### src/rtl/rct_pkg.sv
package rct_pkg;

    localparam int NUM_TIMERS = 3;
    localparam int CNT_W = 16;

    // Register offsets inside each timer's page.
    localparam logic [7:0] OFF_CONTROL = 8'hc8;
    localparam logic [7:0] OFF_CONFIG = 8'hc9;
    localparam logic [7:0] OFF_RELOAD_LO = 8'hca;
    localparam logic [7:0] OFF_RELOAD_HI = 8'hcb;
    localparam logic [7:0] OFF_COUNT_LO = 8'hcc;
    localparam logic [7:0] OFF_COUNT_HI = 8'hcd;

    // Control register fields.
    localparam int CN_WRAP_FLAG = 7;
    localparam int CN_EXT_FLAG = 6;
    localparam int CN_EXT_ENABLE = 3;
    localparam int CN_RUN = 2;
    localparam int CN_COUNTER_SEL = 1;
    localparam int CN_CAPTURE_SEL = 0;

    // Configuration register fields.
    localparam int CF_MODE_HI = 4;
    localparam int CF_MODE_LO = 3;
    localparam int CF_TOGGLE_STATE = 2;
    localparam int CF_TOGGLE_OE = 1;
    localparam int CF_DECREMENT = 0;

    // Timer clock mode encodings.
    localparam logic [1:0] MODE_DIV12 = 2'h0;
    localparam logic [1:0] MODE_SYSTEM_CLOCK = 2'h1;
    localparam logic [1:0] MODE_EXT_DIV8 = 2'h2;
    localparam logic [1:0] MODE_DIV2 = 2'h3;

    localparam logic [3:0] DIV12_LAST = 4'hb;
    localparam logic [2:0] EXT_DIV8_LAST = 3'h7;

    localparam logic [15:0] COUNT_MAX = 16'hffff;
    localparam logic [15:0] COUNT_MIN = 16'h0000;
    localparam logic [15:0] COUNT_RESET = 16'h0000;
    localparam logic [15:0] RELOAD_RESET = 16'h0000;
    localparam logic [7:0] READ_ZERO = 8'h00;

    // Only the first and third timers own a toggle output.
    localparam logic [NUM_TIMERS-1:0] TOGGLE_CAPABLE = 3'h5;

endpackage

### src/rtl/rct_timer_block.sv
`timescale 1ns/1ps
//Contract
// - Capture falling ext edge copies count.
// - Capture sets external flag, requests interrupt.
// - Count overflow sets wrap flag, interrupt.
// - Capture decrement wraps 0000 to FFFF, flagged.
// - Capture needs select, run; ext enable.
// - Reload up overflow loads reload, flags.
// - Reload ext falling edge reloads count.
// - Decrement enable: pin only sets direction.
// - Reload down match loads FFFF, flags.
// - Select clear means reload; run starts.
// - Reload wrap toggles external flag, 17th bit.
// - Toggle pin inverts on every reload-mode wrap while toggle output is enabled, except when a config write forces it that cycle.
// - Toggle state reads level, write forces.
// - Toggle reload values by count direction.
// - Second timer shares first timer's pin.
// - Pin high counts up, low down.
// - Counter select: count pin falls advance.
module rct_timer_block
    import rct_pkg::*;
(
    input wire logic clock_i,
    input wire logic rstn_i,
    input wire logic [1:0] sfr_page_i,
    input wire logic [7:0] sfr_addr_i,
    input wire logic sfr_wr_i,
    input wire logic sfr_rd_i,
    input wire logic [7:0] sfr_wdata_i,
    output logic [7:0] sfr_rdata_o,
    input wire logic ext_clock_i,
    input wire logic [1:0] count_pin_i,
    input wire logic [1:0] external_enable_pin_i,
    output logic [1:0] count_output_pin_o,
    output logic [1:0] count_output_en_o,
    output logic [NUM_TIMERS-1:0] timer_irq_o
);

    function automatic logic reg_hit(input logic [1:0] page, input logic [7:0] addr, input int idx,
                                     input logic [7:0] off);
        reg_hit = (page == idx[1:0]) && (addr == off);
    endfunction

    // Timers one and two share the first pin pair; timer three has its own.
    localparam int SHARED_PIN = 0;
    localparam int OWN_PIN = 1;
    localparam int OWN_PIN_TIMER = 2;
    function automatic int pin_of(input int idx);
        pin_of = (idx == OWN_PIN_TIMER) ? OWN_PIN : SHARED_PIN;
    endfunction

    // Pins idle high, so resetting the stages to one keeps a release from faking a falling edge.
    localparam logic [1:0] PIN_IDLE = 2'h3;

    // Pin synchronisers: two stages, then a third stage for edge detection.
    logic [1:0] cpin_s1_r, cpin_s2_r, cpin_d_r;
    logic [1:0] epin_s1_r, epin_s2_r, epin_d_r;
    logic xclk_s1_r, xclk_s2_r, xclk_d_r;

    always_ff @(posedge clock_i or negedge rstn_i) begin
        if (!rstn_i) begin
            cpin_s1_r <= PIN_IDLE;
            cpin_s2_r <= PIN_IDLE;
            cpin_d_r <= PIN_IDLE;
            epin_s1_r <= PIN_IDLE;
            epin_s2_r <= PIN_IDLE;
            epin_d_r <= PIN_IDLE;
            xclk_s1_r <= 1'b0;
            xclk_s2_r <= 1'b0;
            xclk_d_r <= 1'b0;
        end else begin
            cpin_s1_r <= count_pin_i;
            cpin_s2_r <= cpin_s1_r;
            cpin_d_r <= cpin_s2_r;
            epin_s1_r <= external_enable_pin_i;
            epin_s2_r <= epin_s1_r;
            epin_d_r <= epin_s2_r;
            xclk_s1_r <= ext_clock_i;
            xclk_s2_r <= xclk_s1_r;
            xclk_d_r <= xclk_s2_r;
        end
    end

    logic [1:0] cpin_fall, epin_fall;
    assign cpin_fall = cpin_d_r & ~cpin_s2_r;
    assign epin_fall = epin_d_r & ~epin_s2_r;

    // Shared prescalers produce one-cycle enables for the timer clock.
    // They run free, so the first tick after a start may come up to one period early.
    logic [3:0] div12_r;
    logic div2_r;
    logic [2:0] xdiv_r;
    logic en_div12_r, en_xdiv_r;

    always_ff @(posedge clock_i or negedge rstn_i) begin
        if (!rstn_i) begin
            div12_r <= 4'h0;
            en_div12_r <= 1'b0;
        end else begin
            en_div12_r <= (div12_r == DIV12_LAST);
            div12_r <= (div12_r == DIV12_LAST) ? 4'h0 : div12_r + 4'h1;
        end
    end

    always_ff @(posedge clock_i or negedge rstn_i) begin
        if (!rstn_i) begin
            div2_r <= 1'b0;
        end else begin
            div2_r <= ~div2_r;
        end
    end

    // The external clock is only counted after synchronising, so it must run below half the system clock.
    always_ff @(posedge clock_i or negedge rstn_i) begin
        if (!rstn_i) begin
            xdiv_r <= 3'h0;
            en_xdiv_r <= 1'b0;
        end else begin
            en_xdiv_r <= xclk_s2_r && !xclk_d_r && (xdiv_r == EXT_DIV8_LAST);
            if (xclk_s2_r && !xclk_d_r) begin
                xdiv_r <= xdiv_r + 3'h1;
            end
        end
    end

    logic [3:0] mode_en;
    always_comb begin
        mode_en = 4'h0;
        mode_en[MODE_DIV12] = en_div12_r;
        mode_en[MODE_SYSTEM_CLOCK] = 1'b1;
        mode_en[MODE_EXT_DIV8] = en_xdiv_r;
        mode_en[MODE_DIV2] = div2_r;
    end

    // Per-timer state.
    logic [NUM_TIMERS-1:0] wrap_flag_r, ext_flag_r, ext_req_r, ext_en_r, run_r, ctr_sel_r, cap_sel_r;
    logic [NUM_TIMERS-1:0] tog_r, toe_r, dcen_r;
    logic [1:0] mode_r [NUM_TIMERS];
    logic [15:0] rcap_r [NUM_TIMERS];
    logic [15:0] cnt_r [NUM_TIMERS];

    logic [NUM_TIMERS-1:0] wrap_flag_nxt, ext_flag_nxt, ext_req_nxt, tog_nxt;
    logic [15:0] rcap_nxt [NUM_TIMERS];
    logic [15:0] cnt_nxt [NUM_TIMERS];
    logic [NUM_TIMERS-1:0] we_ctl, we_cfg;

    always_comb begin
        for (int i = 0; i < NUM_TIMERS; i++) begin
            logic tick, up, edge_evt, wrap, ext_lvl;
            tick = 1'b0;
            up = 1'b1;
            edge_evt = 1'b0;
            wrap = 1'b0;
            ext_lvl = epin_s2_r[pin_of(i)];
            we_ctl[i] = sfr_wr_i && reg_hit(sfr_page_i, sfr_addr_i, i, OFF_CONTROL);
            we_cfg[i] = sfr_wr_i && reg_hit(sfr_page_i, sfr_addr_i, i, OFF_CONFIG);

            tick = ctr_sel_r[i] ? cpin_fall[pin_of(i)] : mode_en[mode_r[i]];
            up = !dcen_r[i] || ext_lvl;
            // With decrement enabled the pin is a direction level only.
            edge_evt = run_r[i] && ext_en_r[i] && !dcen_r[i] && epin_fall[pin_of(i)];
            if (run_r[i] && tick) begin
                if (up) begin
                    wrap = (cnt_r[i] == COUNT_MAX);
                end else if (cap_sel_r[i]) begin
                    wrap = (cnt_r[i] == COUNT_MIN);
                end else begin
                    wrap = (cnt_r[i] == rcap_r[i]);
                end
            end

            cnt_nxt[i] = cnt_r[i];
            if (run_r[i] && tick) begin
                if (up) begin
                    cnt_nxt[i] = (wrap && !cap_sel_r[i]) ? rcap_r[i] : cnt_r[i] + 16'h0001;
                end else begin
                    cnt_nxt[i] = (wrap && !cap_sel_r[i]) ? COUNT_MAX : cnt_r[i] - 16'h0001;
                end
            end
            if (edge_evt && !cap_sel_r[i]) begin
                cnt_nxt[i] = rcap_r[i];
            end
            // Count bytes are written one at a time; software should stop the timer to load both safely.
            if (sfr_wr_i && reg_hit(sfr_page_i, sfr_addr_i, i, OFF_COUNT_LO)) begin
                cnt_nxt[i][7:0] = sfr_wdata_i;
            end
            if (sfr_wr_i && reg_hit(sfr_page_i, sfr_addr_i, i, OFF_COUNT_HI)) begin
                cnt_nxt[i][15:8] = sfr_wdata_i;
            end

            rcap_nxt[i] = rcap_r[i];
            if (sfr_wr_i && reg_hit(sfr_page_i, sfr_addr_i, i, OFF_RELOAD_LO)) begin
                rcap_nxt[i][7:0] = sfr_wdata_i;
            end
            if (sfr_wr_i && reg_hit(sfr_page_i, sfr_addr_i, i, OFF_RELOAD_HI)) begin
                rcap_nxt[i][15:8] = sfr_wdata_i;
            end
            // A capture beats a software write in the same cycle so no event is lost.
            if (edge_evt && cap_sel_r[i]) begin
                rcap_nxt[i] = cnt_r[i];
            end

            // Flags: a hardware set wins over a software clear in the same cycle.
            wrap_flag_nxt[i] = we_ctl[i] ? sfr_wdata_i[CN_WRAP_FLAG] : wrap_flag_r[i];
            if (wrap) begin
                wrap_flag_nxt[i] = 1'b1;
            end
            ext_flag_nxt[i] = we_ctl[i] ? sfr_wdata_i[CN_EXT_FLAG] : ext_flag_r[i];
            ext_req_nxt[i] = ext_req_r[i] && ext_flag_nxt[i];
            // In reload mode the flag is a seventeenth count bit, so its toggle withdraws a pending request.
            if (wrap && !cap_sel_r[i]) begin
                ext_flag_nxt[i] = ~ext_flag_r[i];
                ext_req_nxt[i] = 1'b0;
            end
            if (edge_evt) begin
                ext_flag_nxt[i] = 1'b1;
                ext_req_nxt[i] = 1'b1;
            end

            // The toggle rate follows the reload value and the timer clock; software picks both for the wanted frequency.
            tog_nxt[i] = tog_r[i];
            if (TOGGLE_CAPABLE[i]) begin
                if (wrap && toe_r[i] && !cap_sel_r[i]) begin
                    tog_nxt[i] = ~tog_r[i];
                end
                if (we_cfg[i]) begin
                    tog_nxt[i] = sfr_wdata_i[CF_TOGGLE_STATE];
                end
            end else begin
                tog_nxt[i] = 1'b0;
            end
        end
    end

    always_ff @(posedge clock_i or negedge rstn_i) begin
        if (!rstn_i) begin
            for (int i = 0; i < NUM_TIMERS; i++) begin
                cnt_r[i] <= COUNT_RESET;
                rcap_r[i] <= RELOAD_RESET;
            end
        end else begin
            for (int i = 0; i < NUM_TIMERS; i++) begin
                cnt_r[i] <= cnt_nxt[i];
                rcap_r[i] <= rcap_nxt[i];
            end
        end
    end

    always_ff @(posedge clock_i or negedge rstn_i) begin
        if (!rstn_i) begin
            wrap_flag_r <= '0;
            ext_flag_r <= '0;
            ext_req_r <= '0;
            tog_r <= '0;
        end else begin
            wrap_flag_r <= wrap_flag_nxt;
            ext_flag_r <= ext_flag_nxt;
            ext_req_r <= ext_req_nxt;
            tog_r <= tog_nxt;
        end
    end

    always_ff @(posedge clock_i or negedge rstn_i) begin
        if (!rstn_i) begin
            ext_en_r <= '0;
            run_r <= '0;
            ctr_sel_r <= '0;
            cap_sel_r <= '0;
            toe_r <= '0;
            dcen_r <= '0;
            for (int i = 0; i < NUM_TIMERS; i++) begin
                mode_r[i] <= MODE_DIV12;
            end
        end else begin
            for (int i = 0; i < NUM_TIMERS; i++) begin
                if (we_ctl[i]) begin
                    ext_en_r[i] <= sfr_wdata_i[CN_EXT_ENABLE];
                    run_r[i] <= sfr_wdata_i[CN_RUN];
                    ctr_sel_r[i] <= sfr_wdata_i[CN_COUNTER_SEL];
                    cap_sel_r[i] <= sfr_wdata_i[CN_CAPTURE_SEL];
                end
                if (we_cfg[i]) begin
                    mode_r[i] <= sfr_wdata_i[CF_MODE_HI:CF_MODE_LO];
                    toe_r[i] <= sfr_wdata_i[CF_TOGGLE_OE] & TOGGLE_CAPABLE[i];
                    dcen_r[i] <= sfr_wdata_i[CF_DECREMENT];
                end
            end
        end
    end

    // Reads have no side effects, so polling a flag never clears it.
    // Register read data is returned on the edge after the read strobe.
    always_ff @(posedge clock_i or negedge rstn_i) begin
        if (!rstn_i) begin
            sfr_rdata_o <= READ_ZERO;
        end else if (sfr_rd_i) begin
            sfr_rdata_o <= READ_ZERO;
            for (int i = 0; i < NUM_TIMERS; i++) begin
                if (sfr_page_i == i[1:0]) begin
                    case (sfr_addr_i)
                        OFF_CONTROL: begin
                            sfr_rdata_o <= READ_ZERO;
                            sfr_rdata_o[CN_WRAP_FLAG] <= wrap_flag_r[i];
                            sfr_rdata_o[CN_EXT_FLAG] <= ext_flag_r[i];
                            sfr_rdata_o[CN_EXT_ENABLE] <= ext_en_r[i];
                            sfr_rdata_o[CN_RUN] <= run_r[i];
                            sfr_rdata_o[CN_COUNTER_SEL] <= ctr_sel_r[i];
                            sfr_rdata_o[CN_CAPTURE_SEL] <= cap_sel_r[i];
                        end
                        OFF_CONFIG: begin
                            sfr_rdata_o <= READ_ZERO;
                            sfr_rdata_o[CF_MODE_HI:CF_MODE_LO] <= mode_r[i];
                            sfr_rdata_o[CF_TOGGLE_STATE] <= tog_r[i];
                            sfr_rdata_o[CF_TOGGLE_OE] <= toe_r[i];
                            sfr_rdata_o[CF_DECREMENT] <= dcen_r[i];
                        end
                        OFF_RELOAD_LO: sfr_rdata_o <= rcap_r[i][7:0];
                        OFF_RELOAD_HI: sfr_rdata_o <= rcap_r[i][15:8];
                        OFF_COUNT_LO: sfr_rdata_o <= cnt_r[i][7:0];
                        OFF_COUNT_HI: sfr_rdata_o <= cnt_r[i][15:8];
                        default: sfr_rdata_o <= READ_ZERO;
                    endcase
                end
            end
        end
    end

    // Interrupt requests and pin enables are registered so the ports never glitch.
    always_ff @(posedge clock_i or negedge rstn_i) begin
        if (!rstn_i) begin
            timer_irq_o <= '0;
            count_output_en_o <= 2'h0;
        end else begin
            timer_irq_o <= wrap_flag_nxt | ext_req_nxt;
            count_output_en_o <= {toe_r[2] & ~cap_sel_r[2], toe_r[0] & ~cap_sel_r[0]};
        end
    end

    // Each pin bit is a flop of its own; the concatenation adds no logic.
    assign count_output_pin_o = {tog_r[2], tog_r[0]};

endmodule

### config.mk
export PLATFORM = sky130hd
export DESIGN_NAME = rct_timer_block
export DESIGN_NICKNAME = d
export VERILOG_FILES = /design/src/rtl/rct_pkg.sv /design/src/rtl/rct_timer_block.sv
export SDC_FILE = /design/constraint.sdc
export NUM_CORES = 1
export LEC_CHECK = 0
export BUFFER_PORTS_ARGS = -buffer_cell sky130_fd_sc_hd__buf_4
export CAP_MARGIN = 20
export CORE_ASPECT_RATIO = 1.5
export CORE_MARGIN = 2
export CORE_UTILIZATION = 59
export CTS_BUF_LIST = sky130_fd_sc_hd__clkbuf_8
export CTS_CLUSTER_DIAMETER = 60
export DETAILED_ROUTE_END_ITERATION = 10
export GPL_TIMING_DRIVEN = 0
export PLACE_DENSITY = 0.8
export SETUP_SLACK_MARGIN = 0.1
export SLEW_MARGIN = 20
export SYNTH_ARGS = -nofsm -noshare
export SYNTH_HDL_FRONTEND = slang
export SYNTH_SLANG_ARGS = --single-unit
### constraint.sdc
create_clock -name clock_i -period 2.4 [get_ports clock_i]
set_input_delay 0.36 -clock clock_i [delete_from_list [all_inputs] [get_ports clock_i]]
set_output_delay 0.36 -clock clock_i [all_outputs]
set_load 0.02 [all_outputs]
Word-level counts from Yosys, hierarchy flattened
Index checks and enable logic that the tools add are counted.

Multiplexer cells: 80. Magnitude comparators: 3. Equality and inequality tests: 16. Reduce and logical (&&, ||, !) cells: 94. Bitwise logic cells: 15. Add/subtract/negate cells: 8.

Operators with widths (count): 2-to-1 mux 16 bit (18); one-hot mux 8 bit (6 select lines) (3); 2-to-1 mux 8 bit (15); logical AND 1 bit (66); adder 16 x 1 -> 16 bit, second input constant (3); == test 16 bit (3); == test 16 bit, second input constant (3); == test 8 bit, second input constant (6); logical NOT 16 bit (3); subtractor 16 x 1 -> 16 bit, second input constant (3); 2-to-1 mux 1 bit (40); nonzero test 3 bit (6); nonzero test 2 bit (8); less-than comparator 2 x 3 -> 1 bit, second input constant (3); NOT 1 bit (8); logical NOT 1 bit (7); binary-select mux 1 bit (select 2 bit) (3); adder 4 x 1 -> 4 bit, second input constant (1); AND 2 bit (2); == test 4 bit, second input constant (1); 2-to-1 mux 4 bit (1); NOT 2 bit (2); adder 3 x 1 -> 3 bit, second input constant (1); == test 3 bit, second input constant (1); other kinds (6) (9).

Flip-flop bits (word level): 168. Bits of input ports: 27. Word-level logic and storage cells: 270. Output and inout bits: 15.

Logic depth before layout (Yosys ltp)
Gate-level depths: netlist of run 1.

Word-level depth: 11. Gate-level depth with buffers: 10. Gate-level depth less buffers: 8.

Worst setup path after synthesis of run 1
No wires, ideal clock.

Path type: input -> register. From: input sfr_addr_i[5]. To: register timer_irq_o[1]. Data required time: 2276 ps. Arrival time: 2318 ps. Cell stages on the path: 8. Path buffers: 1. Setup slack: -43 ps. Setup time: 124 ps. Cell sequence: nand4b_1 -> nor3_2 -> nand2b_1 -> clkbuf_1 -> nor3_2 -> mux2_2 -> a31o_1 -> or2_1.

Cells in the longest elaborated chain, start to end: 8. Elaborated cells between the ends (all ways): 10. Classes of those cells: 1 x eq/ne; 5 x mux; 1 x bitwise; 3 x reduce/logical.

RTL lines: from (decl) (line rct_timer_block.sv:26) `input wire logic [7:0] sfr_addr_i,`; == test 8 bit (line rct_timer_block.sv:41) `reg_hit = (page == idx[1:0]) && (addr == off);`; logical AND 1 bit (line rct_timer_block.sv:41); logical AND 1 bit (line rct_timer_block.sv:155) `we_ctl[i] = sfr_wr_i && reg_hit(sfr_page_i, sfr_addr_i, i, OFF_CONTROL);`; 2-to-1 mux 1 bit (line rct_timer_block.sv:208) `ext_flag_nxt[i] = we_ctl[i] ? sfr_wdata_i[CN_EXT_FLAG] : ext_flag_r[i];`; logical AND 1 bit (line rct_timer_block.sv:209) `ext_req_nxt[i] = ext_req_r[i] && ext_flag_nxt[i];`; 2-to-1 mux 1 bit (line rct_timer_block.sv:211) `if (wrap && !cap_sel_r[i]) begin`; 2-to-1 mux 1 bit (line rct_timer_block.sv:215) `if (edge_evt) begin`; net ext_req_nxt[1] (line rct_timer_block.sv:142) `logic [NUM_TIMERS-1:0] wrap_flag_nxt, ext_flag_nxt, ext_req_nxt, tog_nxt;`; OR 3 bit (line rct_timer_block.sv:334) `timer_irq_o <= wrap_flag_nxt | ext_req_nxt;`; to (signal assigned) (line rct_timer_block.sv:334); to (decl) (line rct_timer_block.sv:36) `output logic [NUM_TIMERS-1:0] timer_irq_o`.

The timed path passes the listed nets, and every way through them passes these cells. A chain may end at the register's enable or synchronous reset.

Final worst setup path of run 1
From: register cnt_r[28] (netlist name). To: register timer_irq_o[1].

Cells in the longest elaborated chain, start to end: 8. Elaborated cells between the ends (all ways): 11. Classes of those cells: 2 x eq/ne; 6 x mux; 1 x bitwise; 2 x reduce/logical.

RTL lines: from (decl) (line rct_timer_block.sv:140) `logic [15:0] cnt_r [NUM_TIMERS];`; from (signal, indexed assignment) (line rct_timer_block.sv:243) `cnt_r[i] <= cnt_nxt[i];`; == test 16 bit / logical NOT 16 bit (equally long branches) (line rct_timer_block.sv:168, rct_timer_block.sv:166); 2-to-1 mux 1 bit (line rct_timer_block.sv:165) `end else if (cap_sel_r[i]) begin`; 2-to-1 mux 1 bit (*) (line rct_timer_block.sv:163) `if (up) begin`; 2-to-1 mux 1 bit (*) (line rct_timer_block.sv:162) `if (run_r[i] && tick) begin`; logical AND 1 bit (*) (line rct_timer_block.sv:211); 2-to-1 mux 1 bit (*) (line rct_timer_block.sv:211); 2-to-1 mux 1 bit (*) (line rct_timer_block.sv:215); net ext_req_nxt[1] (line rct_timer_block.sv:142); OR 3 bit (*) (line rct_timer_block.sv:334).

Mark *: on every way through the listed nets, which the timed path passes. The rest lies on a longest branch.

==> results of run 1 <==
## critical path, stage by stage, from the launching register on
cell and delay, ps:
dfrtp_1 390, buf_6 130, or3_4 370, or3_4 410
o32ai_4 260, a31oi_4 110, or2_4 300, a31o_1 180
or2_1 200
## cells by family (layout without fill, tap and decap cells)
kind of cell | Yosys count | count (layout) | synth area share [%]
AO/OA/AOI/OAI | 344 | 346 | 20.4
XOR/XNOR | 90 | 90 | 6.92
adder cells (fa/ha/maj) | 12 | 12 | 1.32
buffers and inverters | 139 | 283 | 4.81
flip-flops | 168 | 168 | 37.0
multiplexers | 113 | 113 | 10.5
AND/OR/NAND/NOR | 437 | 437 | 19.0
## what timing repair did
item / 4_1_cts / 5_1_grt
endpoints found under the hold margin: 49 / 0
setup buffers: 39 / 47
setup endpoints to repair: 103 / 82
cloned: 2 / 2
gates resized for setup: 183 / 146
pin swaps: 48 / 54
hold buffers: 6 / 0
## worst min-delay path by stage
| stage | endpoint | slack (ps) | depth (start not counted) |
|---|---|---|---|
| floorplan | cap_sel_r[0] | 60 | 0 |
| global placement | xclk_s2_r | 340 | 0 |
| detailed placement | div12_r[3] | 280 | 1 |
| CTS | rcap_r[37] | 180 | 3 |
| global route | rcap_r[37] | 210 | 3 |
| finish | rcap_r[37] | 170 | 3 |
## through the flow
step / setup TNS [ps] / std cells / hold WS [ps] / worst slack (ps) / cell area (um2)
CTS: -70.6 / 1657 / 182 / -70.6 / 13600
global route: -1170 / 1705 / 213 / -107 / 14400
floorplan: 0 / 1303 / 64.4 / 93.5 / 11400
global placement: -63320 / 1593 / 343 / -766 / 12000
finish: -243 / 1705 / 171 / -51.0 / 14400
detailed placement: -62010 / 1595 / 284 / -740 / 12100
## layout make-up
class	count	area share [%]
Inverter	22	0.574
Timing Repair Buffer	130	7.71
Clock buffer	17	1.63
Buffer	99	4.11
Clock inverter	15	1.56
Sequential cell	168	29.5
Multi-Input combinational cell	998	52.7
Tap cell	256	2.22
## flip-flops by register name, indices dropped and copies added (netlist names), 4 cells and up
signal	count
div12_r	4
cnt_r	48
sfr_rdata_o	8
mode_r	6
rcap_r	48
## placed cells by master, fill, tap and decap left out, types with 11 or more instances in the layout
cell type and instances:
a22oi_1 15, nand3_1 31, dfrtp_2 27, clkbuf_8 20, inv_1 20, o21ai_0 71
nor4_4 11, nor2_1 77, xnor2_1 51, nand4_1 24, dfstp_2 12, o22ai_1 19
xor2_1 30, buf_6 15, dfrtp_1 129, o221ai_1 13, nor3_1 19, o221ai_2 19
a21oi_1 53, a31oi_1 15, nand2_1 142, clkbuf_2 26, buf_4 116, o211ai_1 21
clkbuf_1 30, mux2i_1 80, mux2_2 30
## metal layers
layer,track usage [%],vias to the layer above,part of all wire [%]
li1,-,5067,-
met1,50.7,5697,34
met5,0,-,0
met3,8.04,302,8.3
met2,74.3,836,47
met4,37.5,0,11
## power groups by stage
stage,Sequential [mW],Combinational [mW],Clock [mW]
after detailed placement,3.27,1.61,0
final,3.32,2.17,2.44
after floorplan,3.21,1.10,0
after global routing,3.34,2.30,2.51
after CTS,3.33,1.66,2.41
after global placement,3.26,1.57,0
==> metrics.csv, run 1 <==
stage,metric,value,unit
logic_synthesis,register bit count reported by yosys,168,
power,leak pwr,5.72,nW
clock_tree,clock root buffer,clkbuf_8,
clock_tree,worst-case clock buffer depth,2,
global_route,number of global-route vias before repair,11500,
sta,Final setup viols,10,
min_path,path type of the worst min-delay path,primary input to register,
sta,fin crit share,102,%
final_layout,diodes inserted,0,
floorplan,area of the die,20500,um2
place,IO Port Bufs,34,
power,VDD IR max,0.664,mV
logic_synthesis,Post-synth EDFFs,0,
drt,DR iter-0 viols,1394,
critical_path,cells on worst reg2reg path,8,
floorplan,cell row count,62,
clock_tree,Clock Sinks,168,
power,overall power,7.92,mW
clock_tree,CTS buffer count,17,
drt,WL final,47.1,mm
drt,Post-DRT Antenna Nets,0,
sta,Pins Over Slew Limit,0,
sta,Peak Freq,408,MHz
critical_path,critical path arrival,2850,ps
logic_synthesis,Mapped Cells,1303,
drt,WL/cell,27.6,um
clock_tree,CTS H-tree depth,4,
run_status,failing checks,negative setup slack,
min_path,min-delay src,sfr_wdata_i[5],
sta,final critical-path required period,2450,ps
global_route,largest net degree at the start of global routing,70,
drt,DRC,0,
critical_path,"critical path fanouts, max",5,
logic_synthesis,synth warn,0,
logic_synthesis,"count leader, synth",dfrtp_1,
drt,DR pass1 iterations,8,
floorplan,io pins,42,
final_layout,Nets,1475,
floorplan,die width,117,um
power,Seq pwr share,41.9,%
sta,Slew HR,18.0,%
final_layout,# fillers,1413,
critical_path,CP startpoint,cnt_r[28],
logic_synthesis,share of flip-flops with an asynchronous set or reset,100,%
critical_path,CP required,2800,ps
power,fraction of power consumed by combinational cells,27.4,%
critical_path,Reg-to-Reg Start,cnt_r[28],
drt,Vias/cell,6.98,
final_layout,Multi-input gate area,7580,um2
global_route,global-route wire length before repair,68.9,mm
critical_path,Reg2Reg Capture Point,timer_irq_o[1],
final_layout,Final Util,75.4,%
place,routability cong.,1.06,
logic_synthesis,Synth top area share,34.2,%
global_route,total gr overflow,0,
clock_tree,CTS tree,built,
global_route,antenna violations before repair,0,
logic_synthesis,Mean Syn Cell Area,8.75,um2
logic_synthesis,largest cells by area after synthesis,"dfrtp_1 (34%), mux2i_1 (7.1%), nand2_1 (4.8%)",
run_status,status,finished with violations,
clock_tree,worst-skew pair later-pin latency,520,ps
logic_synthesis,Mapped Nets,1342,
logic_synthesis,dominant synthesized flop cell,dfrtp_1,
critical_path,CP Capture Point,timer_irq_o[1],
floorplan,core area,19100,um2
final_layout,storage element area,4250,um2
global_route,gr usage total,45.0,%
sta,endpoints failing hold,0,
sta,RSZ-0062 raised after global routing,yes,
drt,via count,11900,
flow_run,Max-Cap Viols,0,
final_layout,share of cells above drive strength 1,29.3,%
clock_tree,"Reg clk slew, reported paths",100,ps
sta,worst-margin pin slew,1230,ps
sta,setup ws final,-51.0,ps
critical_path,Register-to-Register Setup Slack,-50,ps
power,sw frac,34.7,%
place,hpwl dp,31.7,mm
logic_synthesis,Netlist cell types,83,
logic_synthesis,Synth top cells by count,"dfrtp_1 (156), nand2_1 (145), clkbuf_1 (92), nor2_1 (90), mux2i_1 (81)",
power,proportion of power drawn by the clock network,30.8,%
power,internal power,5.17,mW
floorplan,height of the die,174,um
power,PD cells,550,nW/um2
critical_path,crit start category,register,
logic_synthesis,register area share after synthesis,37.0,%
critical_path,CP Class,register to register,
logic_synthesis,post-synth top area cell,dfrtp_1,
critical_path,Setup crit end kind,register,
logic_synthesis,Post-Synthesis Cell Area,11400,um2
final_layout,Syn-to-layout area delta,26.3,%
floorplan,initial core utilization,59.7,%
sta,Clock Skews,16.4,ps
power,Psw,2.75,mW
(Power assumes the default switching activity.)
==> run 2, diff against run 1 <==
- CORE_UTILIZATION: 59 -> 46
- PLACE_DENSITY: 0.8 -> not set
==> run 2 against run 1 <==
Setup slack better by 35 ps. The run still ends with negative setup slack left. Register-to-register slack better by 30 ps. Core utilization is 15 points lower. Die area increased by 27%. Critical endpoint is now cnt_r[17].
==> metrics.csv, run 2 (synthesis gave the netlist of run 1 again) <==
stage,metric,value,unit
run_status,status,finished with violations,
run_status,failing checks,negative setup slack,
final_layout,share of cells above drive strength 1,30.3,%
floorplan,core area,24300,um2
floorplan,die width,133,um
final_layout,most frequent cells in the layout,"nand2_1 (143), buf_4 (131), dfrtp_1 (129)",
clock_tree,CTS buffer count,17,
min_path,path type of the worst min-delay path,primary input to register,
sta,Clock Skews,22.0,ps
sta,setup TNS,-25.1,ps
sta,final critical-path required period,2420,ps
place,Setup Slack @ Placement,-893,ps
drt,DR iter-0 viols,1238,
final_layout,"most common cell after layout, fill and taps aside",nand2_1,
sta,Peak Freq,414,MHz
sta,setup ws final,-16.4,ps
sta,Final setup viols,4,
drt,DRC,0,
clock_tree,"Reg clk slew, reported paths",110,ps
sta,worst-margin pin slew,1180,ps
place,IO Port Bufs,34,
clock_tree,CTS tree,built,
critical_path,crit start category,register,
power,PD cells,543,nW/um2
global_route,gr usage total,36.5,%
drt,WL/cell,26.6,um
place,placed cell areas,12200,um2
sta,Pins Over Slew Limit,0,
clock_tree,worst-skew pair later-pin latency,490,ps
floorplan,initial core utilization,46.8,%
floorplan,cell row count,70,
sta,Slew HR,21.5,%
drt,via count,11900,
global_route,antenna violations before repair,2,
clock_tree,clock root buffer,clkbuf_8,
final_layout,Syn-to-layout area delta,28.8,%
critical_path,Buffers & Inverters on Critical Path,3,
global_route,number of global-route vias before repair,11500,
place,hpwl dp,32.9,mm
clock_tree,worst-case clock buffer depth,2,
floorplan,area of the die,26100,um2
drt,Post-DRT Antenna Nets,0,
critical_path,crit-path cells,buf_6 > or3_4 > or3_4 > o32ai_4 > a31oi_4 > buf_6 > o21ai_4 > buf_4 > o221ai_2 > o311ai_1,
critical_path,Setup crit end kind,register,
global_route,total gr overflow,0,
critical_path,CP max stage delay,390,ps
sta,fin crit share,101,%
power,leak pwr,5.83,nW
drt,WL final,47.8,mm
critical_path,Slowest cell on crit path,dfrtp_1,
final_layout,Regs by FF count,"cnt_r x48, rcap_r x48, sfr_rdata_o x8",
global_route,largest net degree at the start of global routing,65,
floorplan,height of the die,197,um
floorplan,io pins,42,
sta,RSZ-0062 raised after global routing,yes,
global_route,global-route wire length before repair,71.3,mm
critical_path,Crit path max-delay family,simple AND/OR/NAND/NOR gates,
drt,Vias/cell,6.60,
drt,DR pass1 iterations,5,
flow_run,Max-Cap Viols,0,
power,overall power,7.97,mW
clock_tree,Clock Sinks,168,
power,VDD IR max,0.362,mV
critical_path,"critical path fanouts, max",4,
final_layout,"Design Area, Final",14700,um2
critical_path,critical path arrival,2790,ps
place,routability cong.,0.991,
critical_path,CP required,2780,ps
critical_path,CP Class,register to register,
sta,endpoints failing hold,0,
final_layout,Nets,1497,
critical_path,Register-to-Register Setup Slack,-20,ps
clock_tree,CTS H-tree depth,4,
## run 2: changes by cell type in the layout (fill, tap and decap cells not counted), moves of 3 or more
cell,change
nor3_2,-3
nor2_2,-4
buf_6,+14
clkbuf_4,-5
inv_6,-3
buf_4,+15
bufinv_16,-3
nor2_4,+4
o221ai_2,-3
o21ai_2,-3
clkbuf_1,+3
nor3_1,+3
## run 2: metrics by stage
step           std cells  utilization (%)  hold WS (ps)
2_1_floorplan       1303                -          64.4
3_3_place_gp        1661             49.6           334
3_5_place_dp        1663             49.9           316
4_1_cts             1736             56.5           199
5_1_grt             1795             60.3           245
6_report            1796             60.3           229
## run 2: layout make-up
type,instances,area [um2]
plain buffers,99,609
repair buffers,154,1310
fillers,2225,9660
diodes,1,2.50
clock buffers,18,248
clock inverters,14,170
well taps,324,405
multi-input cells,996,7600
flip-flops and latches,168,4250
inverters,22,85.1
## run 2: routing by layer
metal	vias up	routed length (um)	GRT usage (%)
met4	2	4570	30.3
met5	-	10	0
met1	5760	17000	41.2
li1	5128	-	-
met3	270	3520	5.92
met2	695	22700	60.7
## run 2: what timing repair did
| item | in CTS | in global routing |
|---|---|---|
| pin swaps | 51 | 61 |
| buffers inserted | 52 | 59 |
| setup endpoints to repair | 109 | 93 |
| cloned | 1 | 0 |
| hold buffers | 6 | 0 |
| endpoints found under the hold margin | 53 | 0 |
| resized for setup | 198 | 131 |
## run 2: worst paths after layout
kind / start / endpoint / depth (start not counted)
setup reg to reg: cnt_r[28] / cnt_r[17] / 10
hold / removal: sfr_wdata_i[5] / rcap_r[37] / 3
max in group asynchronous: rstn_i / epin_d_r[0] / 3
setup / recovery: cnt_r[28] / cnt_r[17] / 10
hold reg to reg: cpin_s1_r[0] / cpin_s2_r[0] / 0
min in group asynchronous: rstn_i / xclk_s1_r / 2
## run 2: where the power goes
group | internal, mW | leakage [nW] | switching (mW)
Clock | 0.913 | 0.210 | 1.32
Combinational | 1.11 | 3.82 | 1.31
Sequential | 3.05 | 1.80 | 0.276
## run 2: worst register-to-register path: cells and delay by family (launching register included)
family / cells / cell delay (ps)
AND/OR/NAND/NOR: 2 / 740
AO/OA/AOI/OAI: 5 / 740
buffers and inverters: 3 / 430
flip-flops: 1 / 390
